**src/core/ext_mem_pkg.sv**
```systemverilog
// constants for the external data memory interface
package ext_mem_pkg;
  // ******************************
  // register map (index, byte address = 4 * index)
  // ******************************
  localparam int unsigned ADR_W        = 12;
  localparam logic [9:0]  IDX_CONFIG   = 10'h0a3;
  localparam logic [9:0]  IDX_PAGE     = 10'h0a2;
  localparam logic [9:0]  IDX_TIMING   = 10'h0a1;
  localparam logic [9:0]  IDX_STATUS   = 10'h0a4;
  // ******************************
  // reset values
  // ******************************
  localparam logic [7:0]  CONFIG_RST   = 8'h03;
  localparam logic [7:0]  CONFIG_MASK  = 8'h3f;
  localparam logic [7:0]  PAGE_RST     = 8'h00;
  localparam logic [7:0]  TIMING_RST   = 8'hff;
  // ******************************
  // config fields
  // ******************************
  localparam int unsigned CF_PORT_SEL  = 5;
  localparam int unsigned CF_MUX_SEL   = 4;
  localparam int unsigned CF_MODE_HI   = 3;
  localparam int unsigned CF_MODE_LO   = 2;
  localparam int unsigned CF_ALE_HI    = 1;
  localparam int unsigned CF_ALE_LO    = 0;
  // ******************************
  // timing fields
  // ******************************
  localparam int unsigned TC_SETUP_HI  = 7;
  localparam int unsigned TC_SETUP_LO  = 6;
  localparam int unsigned TC_STRB_HI   = 5;
  localparam int unsigned TC_STRB_LO   = 2;
  localparam int unsigned TC_HOLD_HI   = 1;
  localparam int unsigned TC_HOLD_LO   = 0;
  // ******************************
  // memory map
  // ******************************
  localparam logic [1:0]  MODE_INT     = 2'h0;
  localparam logic [1:0]  MODE_SPLIT   = 2'h1;
  localparam logic [1:0]  MODE_BANK    = 2'h2;
  localparam logic [1:0]  MODE_EXT     = 2'h3;
  localparam logic [15:0] ONCHIP_TOP   = 16'h2000;
  localparam int unsigned ON_CHIP_EXT_RAM_AW      = 13;
  // ******************************
  // timing counts
  // ******************************
  localparam logic [3:0]  FIN_LAST     = 4'h2;
  localparam int unsigned CNT_W        = 4;
  typedef enum logic [2:0] {
    st_idle, st_start, st_ale_hi, st_ale_lo,
    st_setup, st_strobe, st_hold, st_fin
  } xfer_state_type;
endpackage

```
**src/core/phase_timer.sv**
```systemverilog
// down counter timing one phase of an off-chip transfer
`timescale 1ns/100ps
module phase_timer #(
  parameter int unsigned W = 4
) (
  input  wire logic         clk_i,
  input  wire logic         rst_i,
  input  wire logic         load_i,
  input  wire logic [W-1:0] value_i,
  output logic              zero_o
);
  logic [W-1:0] cnt_q;

  always_ff @(posedge clk_i) begin
    if (rst_i) begin
      cnt_q <= '0;
    end else if (load_i) begin
      cnt_q <= value_i;
    end else if (cnt_q != '0) begin
      cnt_q <= cnt_q - 1'b1;
    end
  end

  assign zero_o = (cnt_q == '0);
endmodule // phase_timer

```
**src/core/ext_mem_if.sv**
```systemverilog
// external data memory interface: config registers, routing, pin timing
// How it works
// - port select bit 5: 0 lower port group, 1 upper port group
// - bit 4: 0 shared address/data pins, 1 separate pins
// - mode 00: all accesses on-chip, address wraps modulo 8 kB
// - split modes: below 8 kB on-chip, above off-chip
// - split no-bank 8-bit off-chip: low byte driven, high pins left alone
// - split no-bank 8-bit decision uses page byte with low byte
// - 16-bit split access decides on pointer, drives all sixteen lines
// - mode 10 8-bit off-chip: high byte from page, all lines driven
// - mode 11: every access off-chip, on-chip RAM hidden
// - mode 11 8-bit: page ignored, high pins undriven
// - mode 00 8-bit address is page plus low byte; 16-bit uses pointer
// - latch strobe high and low each 1..4 clocks, muxed mode only
// - muxed: strobe high with low address, then pins carry data
// - transfer length is setup plus strobe field plus hold plus five clocks
// - muxed mode adds latch phase, at least seven clocks total
// - timing resets to maximum, config resets to 00000011
// - config bits 7..6 read zero, writes ignored
// - pins owned only during an off-chip transfer
// - setup field gives 0..3 clocks of address setup
// - data drivers off while pins act as inputs
//
// Chosen here: the Wishbone interface to the registers.
`timescale 1ns/100ps
module ext_mem_if
  import ext_mem_pkg::*;
(
  input  wire logic                         clk_i,
  input  wire logic                         rst_i,
  // wishbone slave
  input  wire logic                         cyc_i,
  input  wire logic                         stb_i,
  input  wire logic                         we_i,
  input  wire logic [ext_mem_pkg::ADR_W-1:0] adr_i,
  input  wire logic [3:0]                   sel_i,
  input  wire logic [31:0]                  dat_i,
  output logic      [31:0]                  dat_o,
  output logic                              ack_o,
  // core request port
  input  wire logic                         req_i,
  input  wire logic                         req_wide_i,
  input  wire logic                         req_we_i,
  input  wire logic [15:0]                  ptr16_i,
  input  wire logic [7:0]                   ind_lo_i,
  input  wire logic [7:0]                   wdata_i,
  output logic                              busy_o,
  output logic                              done_o,
  output logic      [7:0]                   rdata_o,
  // on-chip ram
  output logic                              on_chip_ext_ram_req_o,
  output logic                              on_chip_ext_ram_we_o,
  output logic [ext_mem_pkg::ON_CHIP_EXT_RAM_AW-1:0]   on_chip_ext_ram_addr_o,
  // port ownership
  output logic                              grp_lo_own_o,
  output logic                              grp_hi_own_o,
  // pins
  output logic      [7:0]                   addr_hi_o,
  output logic                              addr_hi_oe_o,
  output logic      [7:0]                   addr_lo_o,
  output logic                              addr_lo_oe_o,
  input  wire logic [7:0]                   data_i,
  output logic      [7:0]                   data_o,
  output logic                              data_oe_o,
  output logic                              ale_o,
  output logic                              rd_n_o,
  output logic                              wr_n_o,
  output logic                              ctl_oe_o
);
  import ext_mem_pkg::*;

  // ******************************
  // registers and bus slave
  // ******************************
  logic [7:0]      config_q;
  logic [7:0]      page_q;
  logic [7:0]      timing_q;
  logic [31:0]     dat_q;
  logic            ack_q;
  logic [9:0]      idx;
  logic            bus_req;
  logic            bus_wr;

  assign idx     = adr_i[ADR_W-1:2];
  assign bus_req = cyc_i && stb_i && !ack_q;
  assign bus_wr  = bus_req && we_i && sel_i[0];

  always_ff @(posedge clk_i) begin
    if (rst_i) begin
      config_q <= CONFIG_RST;
      page_q   <= PAGE_RST;
      timing_q <= TIMING_RST;
    end else if (bus_wr) begin
      if (idx == IDX_CONFIG) begin
        config_q <= dat_i[7:0] & CONFIG_MASK;
      end
      if (idx == IDX_PAGE) begin
        page_q <= dat_i[7:0];
      end
      if (idx == IDX_TIMING) begin
        timing_q <= dat_i[7:0];
      end
    end
  end

  always_ff @(posedge clk_i) begin
    if (rst_i) begin
      ack_q <= 1'b0;
      dat_q <= 32'h0;
    end else begin
      ack_q <= bus_req;
      dat_q <= 32'h0;
      if (bus_req && !we_i) begin
        unique case (idx)
          IDX_CONFIG: dat_q <= {24'h0, config_q};
          IDX_PAGE:   dat_q <= {24'h0, page_q};
          IDX_TIMING: dat_q <= {24'h0, timing_q};
          IDX_STATUS: dat_q <= {30'h0, done_o, busy_o};
          default:    dat_q <= 32'h0;
        endcase
      end
    end
  end

  assign ack_o = ack_q;
  assign dat_o = dat_q;

  // ******************************
  // field decode
  // ******************************
  logic            port_group_select;
  logic            bus_mux_select;
  logic [1:0]      memory_map_mode;
  logic [1:0]      latch_strobe_width;
  logic [1:0]      setup_code;
  logic [3:0]      strobe_code;
  logic [1:0]      hold_code;
  logic            muxed;

  assign port_group_select  = config_q[CF_PORT_SEL];
  assign bus_mux_select     = config_q[CF_MUX_SEL];
  assign memory_map_mode    = config_q[CF_MODE_HI:CF_MODE_LO];
  assign latch_strobe_width = config_q[CF_ALE_HI:CF_ALE_LO];
  assign setup_code         = timing_q[TC_SETUP_HI:TC_SETUP_LO];
  assign strobe_code        = timing_q[TC_STRB_HI:TC_STRB_LO];
  assign hold_code          = timing_q[TC_HOLD_HI:TC_HOLD_LO];
  assign muxed              = !bus_mux_select;

  // ******************************
  // address routing
  // ******************************
  logic [15:0]     eff_addr;
  logic            go_off;
  logic            hi_drive;
  logic [7:0]      hi_byte;

  always_comb begin
    eff_addr = req_wide_i ? ptr16_i : {page_q, ind_lo_i};
    unique case (memory_map_mode)
      MODE_INT:   go_off = 1'b0;
      MODE_EXT:   go_off = 1'b1;
      default:    go_off = (eff_addr >= ONCHIP_TOP);
    endcase
    hi_byte  = req_wide_i ? ptr16_i[15:8] : page_q;
    hi_drive = req_wide_i || (memory_map_mode == MODE_BANK);
  end

  // ******************************
  // transfer sequencer
  // ******************************
  xfer_state_type  state_q;
  xfer_state_type  state_d;
  logic            load;
  logic [3:0]      load_val;
  logic            zero;
  logic            we_q;
  logic [7:0]      wdata_q;

  phase_timer #(
    .W       (CNT_W)
  ) u_timer (
    .clk_i   (clk_i),
    .rst_i   (rst_i),
    .load_i  (load),
    .value_i (load_val),
    .zero_o  (zero)
  );

  always_comb begin
    state_d  = state_q;
    load     = 1'b0;
    load_val = 4'h0;
    unique case (state_q)
      st_idle: begin
        if (req_i && go_off) begin
          state_d = st_start;
        end
      end
      st_start: begin
        load = 1'b1;
        if (muxed) begin
          state_d  = st_ale_hi;
          load_val = {2'b00, latch_strobe_width};
        end else if (setup_code != 2'h0) begin
          state_d  = st_setup;
          load_val = {2'b00, setup_code - 2'h1};
        end else begin
          state_d  = st_strobe;
          load_val = strobe_code;
        end
      end
      st_ale_hi: begin
        if (zero) begin
          state_d  = st_ale_lo;
          load     = 1'b1;
          load_val = {2'b00, latch_strobe_width};
        end
      end
      st_ale_lo: begin
        if (zero) begin
          load = 1'b1;
          if (setup_code != 2'h0) begin
            state_d  = st_setup;
            load_val = {2'b00, setup_code - 2'h1};
          end else begin
            state_d  = st_strobe;
            load_val = strobe_code;
          end
        end
      end
      st_setup: begin
        if (zero) begin
          state_d  = st_strobe;
          load     = 1'b1;
          load_val = strobe_code;
        end
      end
      st_strobe: begin
        if (zero) begin
          load = 1'b1;
          if (hold_code != 2'h0) begin
            state_d  = st_hold;
            load_val = {2'b00, hold_code - 2'h1};
          end else begin
            state_d  = st_fin;
            load_val = FIN_LAST;
          end
        end
      end
      st_hold: begin
        if (zero) begin
          state_d  = st_fin;
          load     = 1'b1;
          load_val = FIN_LAST;
        end
      end
      st_fin: begin
        if (zero) begin
          state_d = st_idle;
        end
      end
    endcase
  end

  always_ff @(posedge clk_i) begin
    if (rst_i) begin
      state_q <= st_idle;
    end else begin
      state_q <= state_d;
    end
  end

  // ******************************
  // request capture and core answers
  // ******************************
  always_ff @(posedge clk_i) begin
    if (rst_i) begin
      we_q        <= 1'b0;
      wdata_q     <= 8'h00;
      on_chip_ext_ram_req_o  <= 1'b0;
      on_chip_ext_ram_we_o   <= 1'b0;
      on_chip_ext_ram_addr_o <= '0;
      done_o      <= 1'b0;
      busy_o      <= 1'b0;
      rdata_o     <= 8'h00;
    end else begin
      on_chip_ext_ram_req_o <= 1'b0;
      done_o     <= 1'b0;
      busy_o     <= (state_d != st_idle);
      if (state_q == st_idle && req_i) begin
        we_q    <= req_we_i;
        wdata_q <= wdata_i;
        if (!go_off) begin
          on_chip_ext_ram_req_o  <= 1'b1;
          on_chip_ext_ram_we_o   <= req_we_i;
          on_chip_ext_ram_addr_o <= eff_addr[ON_CHIP_EXT_RAM_AW-1:0];
          done_o      <= 1'b1;
        end
      end
      if (state_q == st_strobe && zero && !we_q) begin
        rdata_o <= data_i;
      end
      if (state_q == st_fin && zero) begin
        done_o <= 1'b1;
      end
    end
  end

  // ******************************
  // pin drive
  // ******************************
  logic            active_d;
  logic            addr_phase_d;
  logic            data_phase_d;

  assign active_d     = (state_d != st_idle);
  assign addr_phase_d = (state_d == st_start) || (state_d == st_ale_hi)
                        || (state_d == st_ale_lo);
  assign data_phase_d = (state_d == st_setup) || (state_d == st_strobe)
                        || (state_d == st_hold);

  always_ff @(posedge clk_i) begin
    if (rst_i) begin
      grp_lo_own_o <= 1'b0;
      grp_hi_own_o <= 1'b0;
      ctl_oe_o     <= 1'b0;
      ale_o        <= 1'b0;
      rd_n_o       <= 1'b1;
      wr_n_o       <= 1'b1;
    end else begin
      grp_lo_own_o <= active_d && !port_group_select;
      grp_hi_own_o <= active_d && port_group_select;
      ctl_oe_o     <= active_d;
      ale_o        <= (state_d == st_ale_hi);
      rd_n_o       <= !((state_d == st_strobe) && !we_q);
      wr_n_o       <= !((state_d == st_strobe) && we_q);
    end
  end

  always_ff @(posedge clk_i) begin
    if (rst_i) begin
      addr_hi_o    <= 8'h00;
      addr_hi_oe_o <= 1'b0;
      addr_lo_o    <= 8'h00;
      addr_lo_oe_o <= 1'b0;
    end else if (state_q == st_idle && req_i && go_off) begin
      addr_hi_o    <= hi_byte;
      addr_hi_oe_o <= hi_drive;
      addr_lo_o    <= eff_addr[7:0];
      addr_lo_oe_o <= !muxed;
    end else if (!active_d) begin
      addr_hi_oe_o <= 1'b0;
      addr_lo_oe_o <= 1'b0;
    end
  end

  always_ff @(posedge clk_i) begin
    if (rst_i) begin
      data_o    <= 8'h00;
      data_oe_o <= 1'b0;
    end else if (muxed && addr_phase_d) begin
      data_o    <= (state_q == st_idle) ? eff_addr[7:0]
                   : addr_lo_o;
      data_oe_o <= 1'b1;
    end else begin
      data_o    <= wdata_q;
      data_oe_o <= data_phase_d && we_q;
    end
  end
endmodule // ext_mem_if

```
**config.mk**
```make
export PLATFORM = sky130hd
export DESIGN_NAME = ext_mem_if
export DESIGN_NICKNAME = d
export VERILOG_FILES = /design/src/core/ext_mem_pkg.sv /design/src/core/phase_timer.sv /design/src/core/ext_mem_if.sv
export SDC_FILE = /design/constraint.sdc
export NUM_CORES = 1
export LEC_CHECK = 0
export BUFFER_PORTS_ARGS = -buffer_cell sky130_fd_sc_hd__buf_2
export CELL_PAD_IN_SITES_DETAIL_PLACEMENT = 0
export CELL_PAD_IN_SITES_GLOBAL_PLACEMENT = 1
export CORE_MARGIN = 5
export CORE_UTILIZATION = 30
export DETAILED_ROUTE_END_ITERATION = 7
export PLACE_DENSITY_LB_ADDON = 0.12
export SKIP_LAST_GASP = 1
export SLEW_MARGIN = 20
export SYNTH_ARGS = -nofsm -noshare
export SYNTH_HDL_FRONTEND = slang
export SYNTH_SLANG_ARGS = --single-unit
```
**constraint.sdc**
```tcl
create_clock -name clk_i -period 2.12 [get_ports clk_i]
set_clock_uncertainty 0.05 [all_clocks]
set_input_delay 0.636 -clock clk_i [delete_from_list [all_inputs] [get_ports clk_i]]
set_output_delay 0.636 -clock clk_i [all_outputs]
set_load 0.03 [all_outputs]
```
==> results of run 1 <==
-- how the worst max path moves through the flow --
stage,depth (start not counted),slack [ns],endpoint
5_1_grt,9,-0.11,data_o[0]$_SDFF_PP0_
4_1_cts,7,0.02,rd_n_o$_SDFF_PP1_
3_3_place_gp,6,-0.19,dat_o[5]$_SDFF_PP0_
2_1_floorplan,6,-0.10,timing_q[0]$_SDFFE_PP1P_
6_report,9,-0.04,data_o[2]$_SDFF_PP0_
3_5_place_dp,6,-0.19,dat_o[5]$_SDFF_PP0_
-- state kept, by name, summed over array words and instances, names as in the netlist, 3 cells and up --
register,cells
on_chip_ext_ram_addr_o,13
addr_hi_o,8
addr_lo_o,8
dat_o,8
data_o,8
page_q,8
rdata_o,8
timing_q,8
wdata_q,8
config_q,6
u_timer.cnt_q,4
state_q,3
-- critical path: stages, from the launching register on --
cell and delay [ns]:
dfxtp_2 0.33, inv_2 0.06, ha_4 0.15, or3b_4 0.41
a211oi_4 0.26, o32ai_4 0.14, buf_6 0.15, o31ai_4 0.28
buf_12 0.16, o2bb2ai_1 0.06
-- power by group through the flow --
| stage | Combinational, mW | Sequential [mW] | Clock, mW |
|---|---|---|---|
| 2_1_floorplan | 0.545 | 2.17 | 0 |
| 3_3_place_gp | 0.899 | 2.12 | 0 |
| 3_5_place_dp | 0.899 | 2.12 | 0 |
| 4_1_cts | 0.933 | 2.08 | 1.80 |
| 5_1_grt | 1.11 | 2.10 | 1.89 |
| 6_report | 1.01 | 2.08 | 1.75 |
-- cells in the final DEF, fill, tap and decap left out, drive strengths merged, types with 12 or more instances in the layout --
cell	instances
nand3	35
nand2	67
buf	193
a21oi	34
nor3	12
a211oi	32
nor2	59
mux2i	27
conb	24
dfxtp	104
inv	14
-- timing repair --
action | CTS | global route
endpoints found under the setup margin | 18 | 37
hold buffers | 0 | 0
gates cloned | 0 | 1
pin swaps | 2 | 7
gates resized for setup | 5 | 18
buffers inserted | 0 | 3
-- per-layer routing --
layer | routed length (um) | global-route usage [%]
met1 | 7310 | 23.3
met2 | 6230 | 23.2
met3 | 1020 | 3.83
met4 | 163 | 4.98
met5 | 0 | 0
-- layout make-up --
type	count	area (um2)	area share [%]
Timing Repair Buffer	193	1160	18.4
Inverter	13	48.8	0.776
Sequential cell	104	2080	33.1
Multi-Input combinational cell	382	2420	38.5
Clock inverter	6	76.3	1.21
Tap cell	211	264	4.20
Clock buffer	10	239	3.80
-- per-stage QoR --
stage,util (%),cell area [um2]
2_1_floorplan,-,4840
3_3_place_gp,38.2,5850
3_5_place_dp,38.2,5850
4_1_cts,40.4,6190
5_1_grt,41.1,6290
6_report,41.1,6290
-- cell usage after synthesis (2+ instances only) --
| cell | number |
|---|---|
| o31ai_1 | 2 |
| o21a_1 | 2 |
| a21oi_1 | 34 |
| buf_1 | 2 |
| nor2b_1 | 3 |
| nor4_1 | 2 |
| nand3_1 | 35 |
| o22ai_1 | 3 |
| o2bb2ai_1 | 8 |
| mux2i_1 | 27 |
| or3b_1 | 2 |
| a22o_1 | 2 |
| a211o_1 | 2 |
| xor2_1 | 3 |
| o41ai_4 | 2 |
| a31oi_1 | 3 |
| nor3_1 | 11 |
| dfxtp_1 | 104 |
| ha_1 | 5 |
| nor2_1 | 58 |
| nand4bb_1 | 2 |
| o21ai_0 | 10 |
| nand2b_1 | 5 |
| buf_2 | 6 |
| inv_1 | 12 |
| buf_4 | 31 |
| nor4_2 | 2 |
| a211oi_1 | 30 |
| nand2_1 | 66 |
| a22oi_1 | 11 |
| and2_1 | 2 |
| clkbuf_1 | 19 |
-- kinds of logic after synthesis --
group,count (synthesis),share of synthesized area (%)
AO/OA/AOI/OAI,122,19.1
AND/OR/NAND/NOR,201,20.6
buffers and inverters,72,8.50
multiplexers,27,5.72
XOR/XNOR,3,0.556
other,1,0.0793
adder cells (fa/ha/maj),5,1.32
flip-flops,104,44.0
==> metrics, run 1 <==
outcome finished with violations; failing checks setup timing; Synth area leaders dfxtp_1 44%, mux2i_1 5.7%, nand2_1 5.2%, buf_4 4.9%, a211oi_1 4.8%; worst rel slew slack 59.2%; worst hold endpoint data_o[4]$_SDFF_PP0_; LEAKAGE 2.79 nW; number of vias per cell 4.66; Mean Syn Cell Area 8.84 um2; Int Pwr 3.46 mW; hold_ws 0.409 ns; Ant. Diodes 0; Clock Tree Buf Depth 2; Critical Path Fanout Max 8; pin count of the biggest net entering global routing 56; Crit path required time 2.32 ns; RR Endpoint data_o[2]$_SDFF_PP0_; post-synth cell types 61; power per cell area 770 nW/um2; Initial Utilization 30.9%; vias in the first global route 4204; CP startpoint u_timer.cnt_q[1]$_SDFFE_PP0P_; dpl hpwl 11200 um; cts bufs inserted 9; DRC Markers 0; Rows 45; switching power 1.38 mW; Gate Count Post-Synth 535; pre-CTS WS -0.185 ns; Clk pwr share 36.1%; Die Height 136 um; VDD IR max 0.000353 V; layout cells sized above 1 34.2%; width of the die 136 um; Max Freq 0.464 GHz; EDFF count, synth 0; r2r startpoint u_timer.cnt_q[1]$_SDFFE_PP0P_; clock transition time at the flip-flop clock pins of the worst setup and hold paths 0.08 ns; Setup Total Neg Slack -0.255 ns; Reg2Reg Depth 9; worst path arrival time 2.35 ns; Max-Cap Viols 0; CTS root buf clkbuf_16; sw frac 28.5%; Final Non-Filler Cells 919; final worst setup slack -0.0370 ns; Final #Nets 804; antenna-violating nets left 0; Layout area overhead 33.1%; Crit. End Element register; Hold Path Depth 1; clk_lat worst skew 0.35 ns; TritonCTS clock tree done; RSZ-0062 raised after global routing true; gr ovfl total 0; DRT Pass-1 Iters 5; IO Pins 187; placed cells 899; Filler cells 1590; Final Max Tran Viols 0; Logic pwr share 20.9%; global-route wire length before repair 23100 um; Pwr Total 4.84 mW; CTS Sinks 104; crit path kind reg2reg; Sequential Power Share 43.0%; hold_sp wdata_q[4]$_SDFFE_PP0P_; Core Footprint 15300 um2; post-synth top area cell dfxtp_1; Netlist Area Pre-Place 4730 um2; GP Congestion 0.804; DR WL/cell 16.0 um; Seq cells post-synth 104; async set or reset register ratio after synthesis 0%; total routed wirelength 14700 um; DR iter-0 viols 279; sequential-to-total area share from yosys stat 44.0%; setup violators final 8; full die area 18400 um2; fin crit share 102%; Final Hold Fails 0; Slew @ Worst Pin 0.613 ns; top-area cell type share of the netlist area 44.0%; synthesis warning total 0; flop2flop setup slack -0.04 ns; PortBufs 133; Tot GR Track Use 16.0%; Main synth FF type dfxtp_1; H-tree levels 3; CP Launch Type register; HP Class reg2reg; fin crit period 2.16 ns; initial antenna violation count 0; Via Count 4278
Power figures use the tool's default switching activity.
==> run 2, diff against run 1 <==
--- a/config.mk
+++ b/config.mk
@@ -10,6 +10,7 @@
 export CELL_PAD_IN_SITES_GLOBAL_PLACEMENT = 1
 export CORE_MARGIN = 5
 export CORE_UTILIZATION = 30
+export CTS_BUF_LIST = sky130_fd_sc_hd__clkbuf_8
 export DETAILED_ROUTE_END_ITERATION = 7
 export PLACE_DENSITY_LB_ADDON = 0.12
 export SKIP_LAST_GASP = 1
@@ -17,3 +18,4 @@
 export SYNTH_ARGS = -nofsm -noshare
 export SYNTH_HDL_FRONTEND = slang
 export SYNTH_SLANG_ARGS = --single-unit
+export TNS_END_PERCENT = 100
==> run 2 against run 1 <==
Net effect: the run still ends with setup timing left; highest routed layer unchanged; total power shrank 8.3%; register-to-register slack gained 0.04 ns; worst hold slack gained 0.0062 ns.
==> metrics, run 2 (synthesis gave the netlist of run 1 again) <==
DR iter-0 viols 291; antenna-violating nets left 0; total routed wirelength 14700 um; Clock Tree Buf Depth 2; gr ovfl total 0; Reg2Reg Depth 9; Final #Nets 804; fin crit period 2.12 ns; RSZ-0062 raised after global routing true; vias in the first global route 4201; Final Hold Fails 0; DR WL/cell 15.9 um; critical path's top delay family compound AO/OA/AOI/OAI gates; Hold Path Depth 1; Initial Utilization 30.9%; Critical Path Fanout Max 8; total stage count of the critical path 9; PortBufs 133; full die area 18400 um2; clk_lat worst skew 0.39 ns; clock transition time at the flip-flop clock pins of the worst setup and hold paths 0.11 ns; initial antenna violation count 0; Buf+Inv Stages, Crit Path 3; Ant. Diodes 0; CTS root buf clkbuf_8; worst path arrival time 2.36 ns; LEAKAGE 2.74 nW; Core Footprint 15300 um2; hold_sp wdata_q[4]$_SDFFE_PP0P_; pin count of the biggest net entering global routing 56; Max Freq 0.472 GHz; failing checks setup timing; number of vias per cell 4.67; CP Cell Sequence inv_2 -> ha_4 -> or3b_4 -> a211oi_4 -> o32ai_4 -> buf_6 -> o31ai_4 -> buf_12 -> o2bb2ai_1; CTS Sinks 104; GP Congestion 0.804; worst rel slew slack 58.9%; Crit. End Element register; width of the die 136 um; most flop-heavy register on_chip_ext_ram_addr_o; layout cells sized above 1 34.2%; Pwr Total 4.44 mW; HP Class reg2reg; cts bufs inserted 9; setup violators final 2; dpl hpwl 11200 um; global-route wire length before repair 22900 um; crit path kind reg2reg; IO Pins 187; outcome finished with violations; power per cell area 717 nW/um2; final worst setup slack -0.000725 ns; Crit path required time 2.36 ns; RR Endpoint data_o[4]$_SDFF_PP0_; Max-Cap Viols 0; Via Count 4288; Rows 45; max FFs per register 13; VDD IR max 0.000258 V; Final Max Tran Viols 0; Setup Total Neg Slack -0.000779 ns; Layout area overhead 31.1%; r2r startpoint u_timer.cnt_q[1]$_SDFFE_PP0P_; CP max stage cell or3b_4; TritonCTS clock tree done; Slew @ Worst Pin 0.611 ns; flop2flop setup slack -0.0007 ns; H-tree levels 3; DRC Markers 0; most frequent cells in the layout 134 x buf_2, 103 x dfxtp_1, 66 x nand2_1; fin crit share 100%; max incr delay on CP 0.42 ns; DRT Pass-1 Iters 5; Die Height 136 um; CP Launch Type register; Tot GR Track Use 15.9%; worst hold endpoint data_o[4]$_SDFF_PP0_; commonest non-fill, non-tap cell in the layout buf_2
==> run 2: layout make-up <==
cell class,count,area [um2]
inverter,13,48.8
multi-input combinational,382,2420
fill,1597,9120
timing repair buffer,193,1160
clock buffer,10,138
sequential,104,2080
clock inverter,6,76.3
tap,211,264
==> run 2: repair_timing <==
item | 4_1_cts | 5_1_grt
setup endpoints to repair | 18 | 37
hold buffers | 0 | 0
buffers inserted | 0 | 3
pin swaps | 2 | 6
cloned | 0 | 1
gates resized for setup | 5 | 20
==> run 2: power by group <==
group / internal, mW / switching [mW]
Sequential: 2.03 / 0.0591
Combinational: 0.483 / 0.542
Clock: 0.595 / 0.735
Total: 3.10 / 1.34
==> run 2: per-layer routing <==
layer  track usage, %  vias up  wire length, um
met3             3.86       15             1030
met2             23.2      150             6200
met5                0        -                0
met4             4.98        0              197
li1                 -     2174                -
met1             22.9     1949             7230
==> run 2: stage by stage <==
stage | setup slack (ns) | cell area, um2 | hold slack [ns] | util, % | instances
2_1_floorplan | -0.100 | 4840 | 0.364 | - | 558
3_3_place_gp | -0.189 | 5850 | 0.402 | 38.2 | 899
3_5_place_dp | -0.185 | 5850 | 0.404 | 38.2 | 899
4_1_cts | 0.0103 | 6090 | 0.409 | 39.8 | 915
5_1_grt | -0.0686 | 6200 | 0.401 | 40.5 | 919
6_report | -0.000725 | 6200 | 0.415 | 40.5 | 919
==> run 2: how the worst max path moves through the flow <==
stage,startpoint,endpoint,slack [ns]
6_report,u_timer.cnt_q[1]$_SDFFE_PP0P_,data_o[4]$_SDFF_PP0_,-0.0007
3_5_place_dp,adr_i[8],dat_o[5]$_SDFF_PP0_,-0.19
4_1_cts,u_timer.cnt_q[0]$_SDFFE_PP0P_,rd_n_o$_SDFF_PP1_,0.01
2_1_floorplan,adr_i[8],timing_q[0]$_SDFFE_PP1P_,-0.10
5_1_grt,u_timer.cnt_q[1]$_SDFFE_PP0P_,data_o[0]$_SDFF_PP0_,-0.07
3_3_place_gp,adr_i[8],dat_o[5]$_SDFF_PP0_,-0.19
==> run 2: worst reg2reg max path: stages (launching register included) <==
cell	delay (ns)
dfxtp_2	0.34
inv_2	0.06
ha_4	0.15
or3b_4	0.42
a211oi_4	0.26
o32ai_4	0.14
buf_6	0.15
o31ai_4	0.24
buf_12	0.16
o2bb2ai_1	0.07
==> run 3, diff against run 2 <==
--- a/config.mk
+++ b/config.mk
@@ -12,7 +12,7 @@
 export CORE_UTILIZATION = 30
 export CTS_BUF_LIST = sky130_fd_sc_hd__clkbuf_8
 export DETAILED_ROUTE_END_ITERATION = 7
-export PLACE_DENSITY_LB_ADDON = 0.12
+export PLACE_DENSITY = 0.69
 export SKIP_LAST_GASP = 1
 export SLEW_MARGIN = 20
 export SYNTH_ARGS = -nofsm -noshare
==> constraint.sdc (replaced) <==
create_clock -name clk_i -period 2 [get_ports clk_i]
set_clock_uncertainty 0.05 [all_clocks]
set_input_delay 0.6 -clock clk_i [delete_from_list [all_inputs] [get_ports clk_i]]
set_output_delay 0.6 -clock clk_i [all_outputs]
set_load 0.03 [all_outputs]
==> run 3 against run 2 <==
Net effect: the run still ends with setup timing left; largest cell class unchanged; combinational power grew 15%; register-to-register slack lost 0.15 ns; setup slack worse by 0.15 ns; critical path type unchanged; clock-buffer cell count decreased by 1; total power grew 7.3%; global-route usage shrank 0.81 points; highest routed layer is now met5.
==> metrics, run 3 (synthesis gave the netlist of run 1 again) <==
setup violators final 20; Layout area overhead 38.5%; final worst setup slack -0.149 ns; Reg2Reg Depth 9; Core Footprint 15300 um2; worst path arrival time 2.42 ns; flop2flop setup slack -0.15 ns; Crit. End Element register; Hold Path Depth 3; layout cells sized above 1 38.0%; H-tree levels 3; max FFs per register 13; fin crit share 107%; crit path kind reg2reg; most frequent cells in the layout 134 x buf_2, 101 x dfxtp_1, 64 x nand2_1; RR Endpoint data_o[0]$_SDFF_PP0_; fin area 6550 um2; VDD IR max 0.000345 V; Rows 45; initial antenna violation count 1; Final Hold Fails 0; DRC Markers 0; Final #Nets 822; CTS Sinks 104; hold_sp wdata_i[7]; most flop-heavy register on_chip_ext_ram_addr_o; commonest non-fill, non-tap cell in the layout buf_2; Final Max Tran Viols 0; Post-CTS Hold Fix Bufs 0; fin util 42.7%; DRT Pass-1 Iters 4; r2r startpoint u_timer.cnt_q[1]$_SDFFE_PP0P_; Tot GR Track Use 15.1%; Initial Utilization 30.9%; cts bufs inserted 9; power per cell area 728 nW/um2; Metal-1 WL 6430 um; hold_ws 0.394 ns; gr ovfl total 0; worst hold endpoint wdata_q[7]$_SDFFE_PP0P_; PortBufs 133; IO Pins 187; Via Count 4518; Max-Cap Viols 0; max layer used met5; Setup Total Neg Slack -1.92 ns; LEAKAGE 2.87 nW; Max Freq 0.465 GHz; HP Class in2reg; global-route wire length before repair 22000 um; width of the die 136 um; RSZ-0062 raised after global routing true; antenna-violating nets left 0; total routed wirelength 14800 um; vias in the first global route 4323; CP Launch Type register; metal3 WL 1160 um; Critical Path Fanout Max 8; clk_lat worst skew 0.39 ns; full die area 18400 um2; Met2 Wirelength 6910 um; Clock Tree Buf Depth 2; TritonCTS clock tree done; CTS root buf clkbuf_8; Ant. Diodes 0; pin count of the biggest net entering global routing 35; DR iter-0 viols 257; placed inst area 5890 um2; GP Congestion 0.882; number of vias per cell 4.82; DR WL/cell 15.8 um; fin crit period 2.15 ns; dpl hpwl 10700 um; clock transition time at the flip-flop clock pins of the worst setup and hold paths 0.11 ns; failing checks setup timing; Die Height 136 um; Crit path required time 2.28 ns; outcome finished with violations
-- run 3: cell types whose count changed in the layout (fill, tap and decap cells not counted), sizes merged --
cell / delta
buf: +15
clkbuf: +2
clkinvlp: +1
-- run 3: how the worst max path moves through the flow --
stage                                        from                   endpoint  slack, ns  depth (start not counted)
floorplan                                adr_i[8]   timing_q[0]$_SDFFE_PP1P_      -0.18                          6
global placement                       req_wide_i  addr_hi_oe_o$_SDFFE_PP0P_      -0.33                          7
detailed placement                     req_wide_i  addr_lo_o[1]$_SDFFE_PP0P_      -0.42                          7
CTS                 u_timer.cnt_q[1]$_SDFFE_PP0P_       data_o[0]$_SDFF_PP0_      -0.05                          9
global route        u_timer.cnt_q[0]$_SDFFE_PP0P_       data_o[0]$_SDFF_PP0_      -0.22                          9
finish              u_timer.cnt_q[1]$_SDFFE_PP0P_       data_o[0]$_SDFF_PP0_      -0.15                          9
-- run 3: layout make-up --
| type | instances | area, um2 |
|---|---|---|
| inverters | 13 | 48.8 |
| clock inverters | 7 | 78.8 |
| repair buffers | 211 | 1420 |
| flip-flops and latches | 104 | 2090 |
| multi-input cells | 382 | 2530 |
| fillers | 1545 | 8770 |
| clock buffers | 9 | 124 |
| well taps | 211 | 264 |
-- run 3: through the flow --
stage	worst slack [ns]	total power [mW]	instances
6_report	-0.149	4.76	937
5_1_grt	-0.220	5.01	937
4_1_cts	-0.0531	4.76	926
3_5_place_dp	-0.424	3.25	900
3_3_place_gp	-0.331	3.25	900
2_1_floorplan	-0.184	2.88	558
-- run 3: routing by layer --
layer	vias up	global-route usage (%)
met4	2	5.15
met3	16	4.27
met5	-	0
li1	2216	-
met2	145	24.1
met1	2139	19.5
-- run 3: what timing repair did --
action / in CTS / in global routing
setup endpoints to repair: 35 / 33
cloned: 0 / 4
buffers inserted: 10 / 9
pin swaps: 11 / 11
gates resized for setup: 31 / 18
endpoints found under the hold margin: 0 / 0
-- run 3: where the power goes --
part	internal (mW)	switching, mW	total, mW
Combinational	0.571	0.605	1.18
Sequential	2.15	0.0653	2.21
Clock	0.592	0.783	1.37
-- run 3: worst max-delay path, cell delays in order (launching register included) --
cell	delay, ns
dfxtp_2	0.34
inv_2	0.06
ha_4	0.14
or3b_4	0.43
a211oi_4	0.22
o32ai_4	0.13
buf_12	0.16
o41ai_4	0.25
buf_6	0.20
o2bb2ai_2	0.10
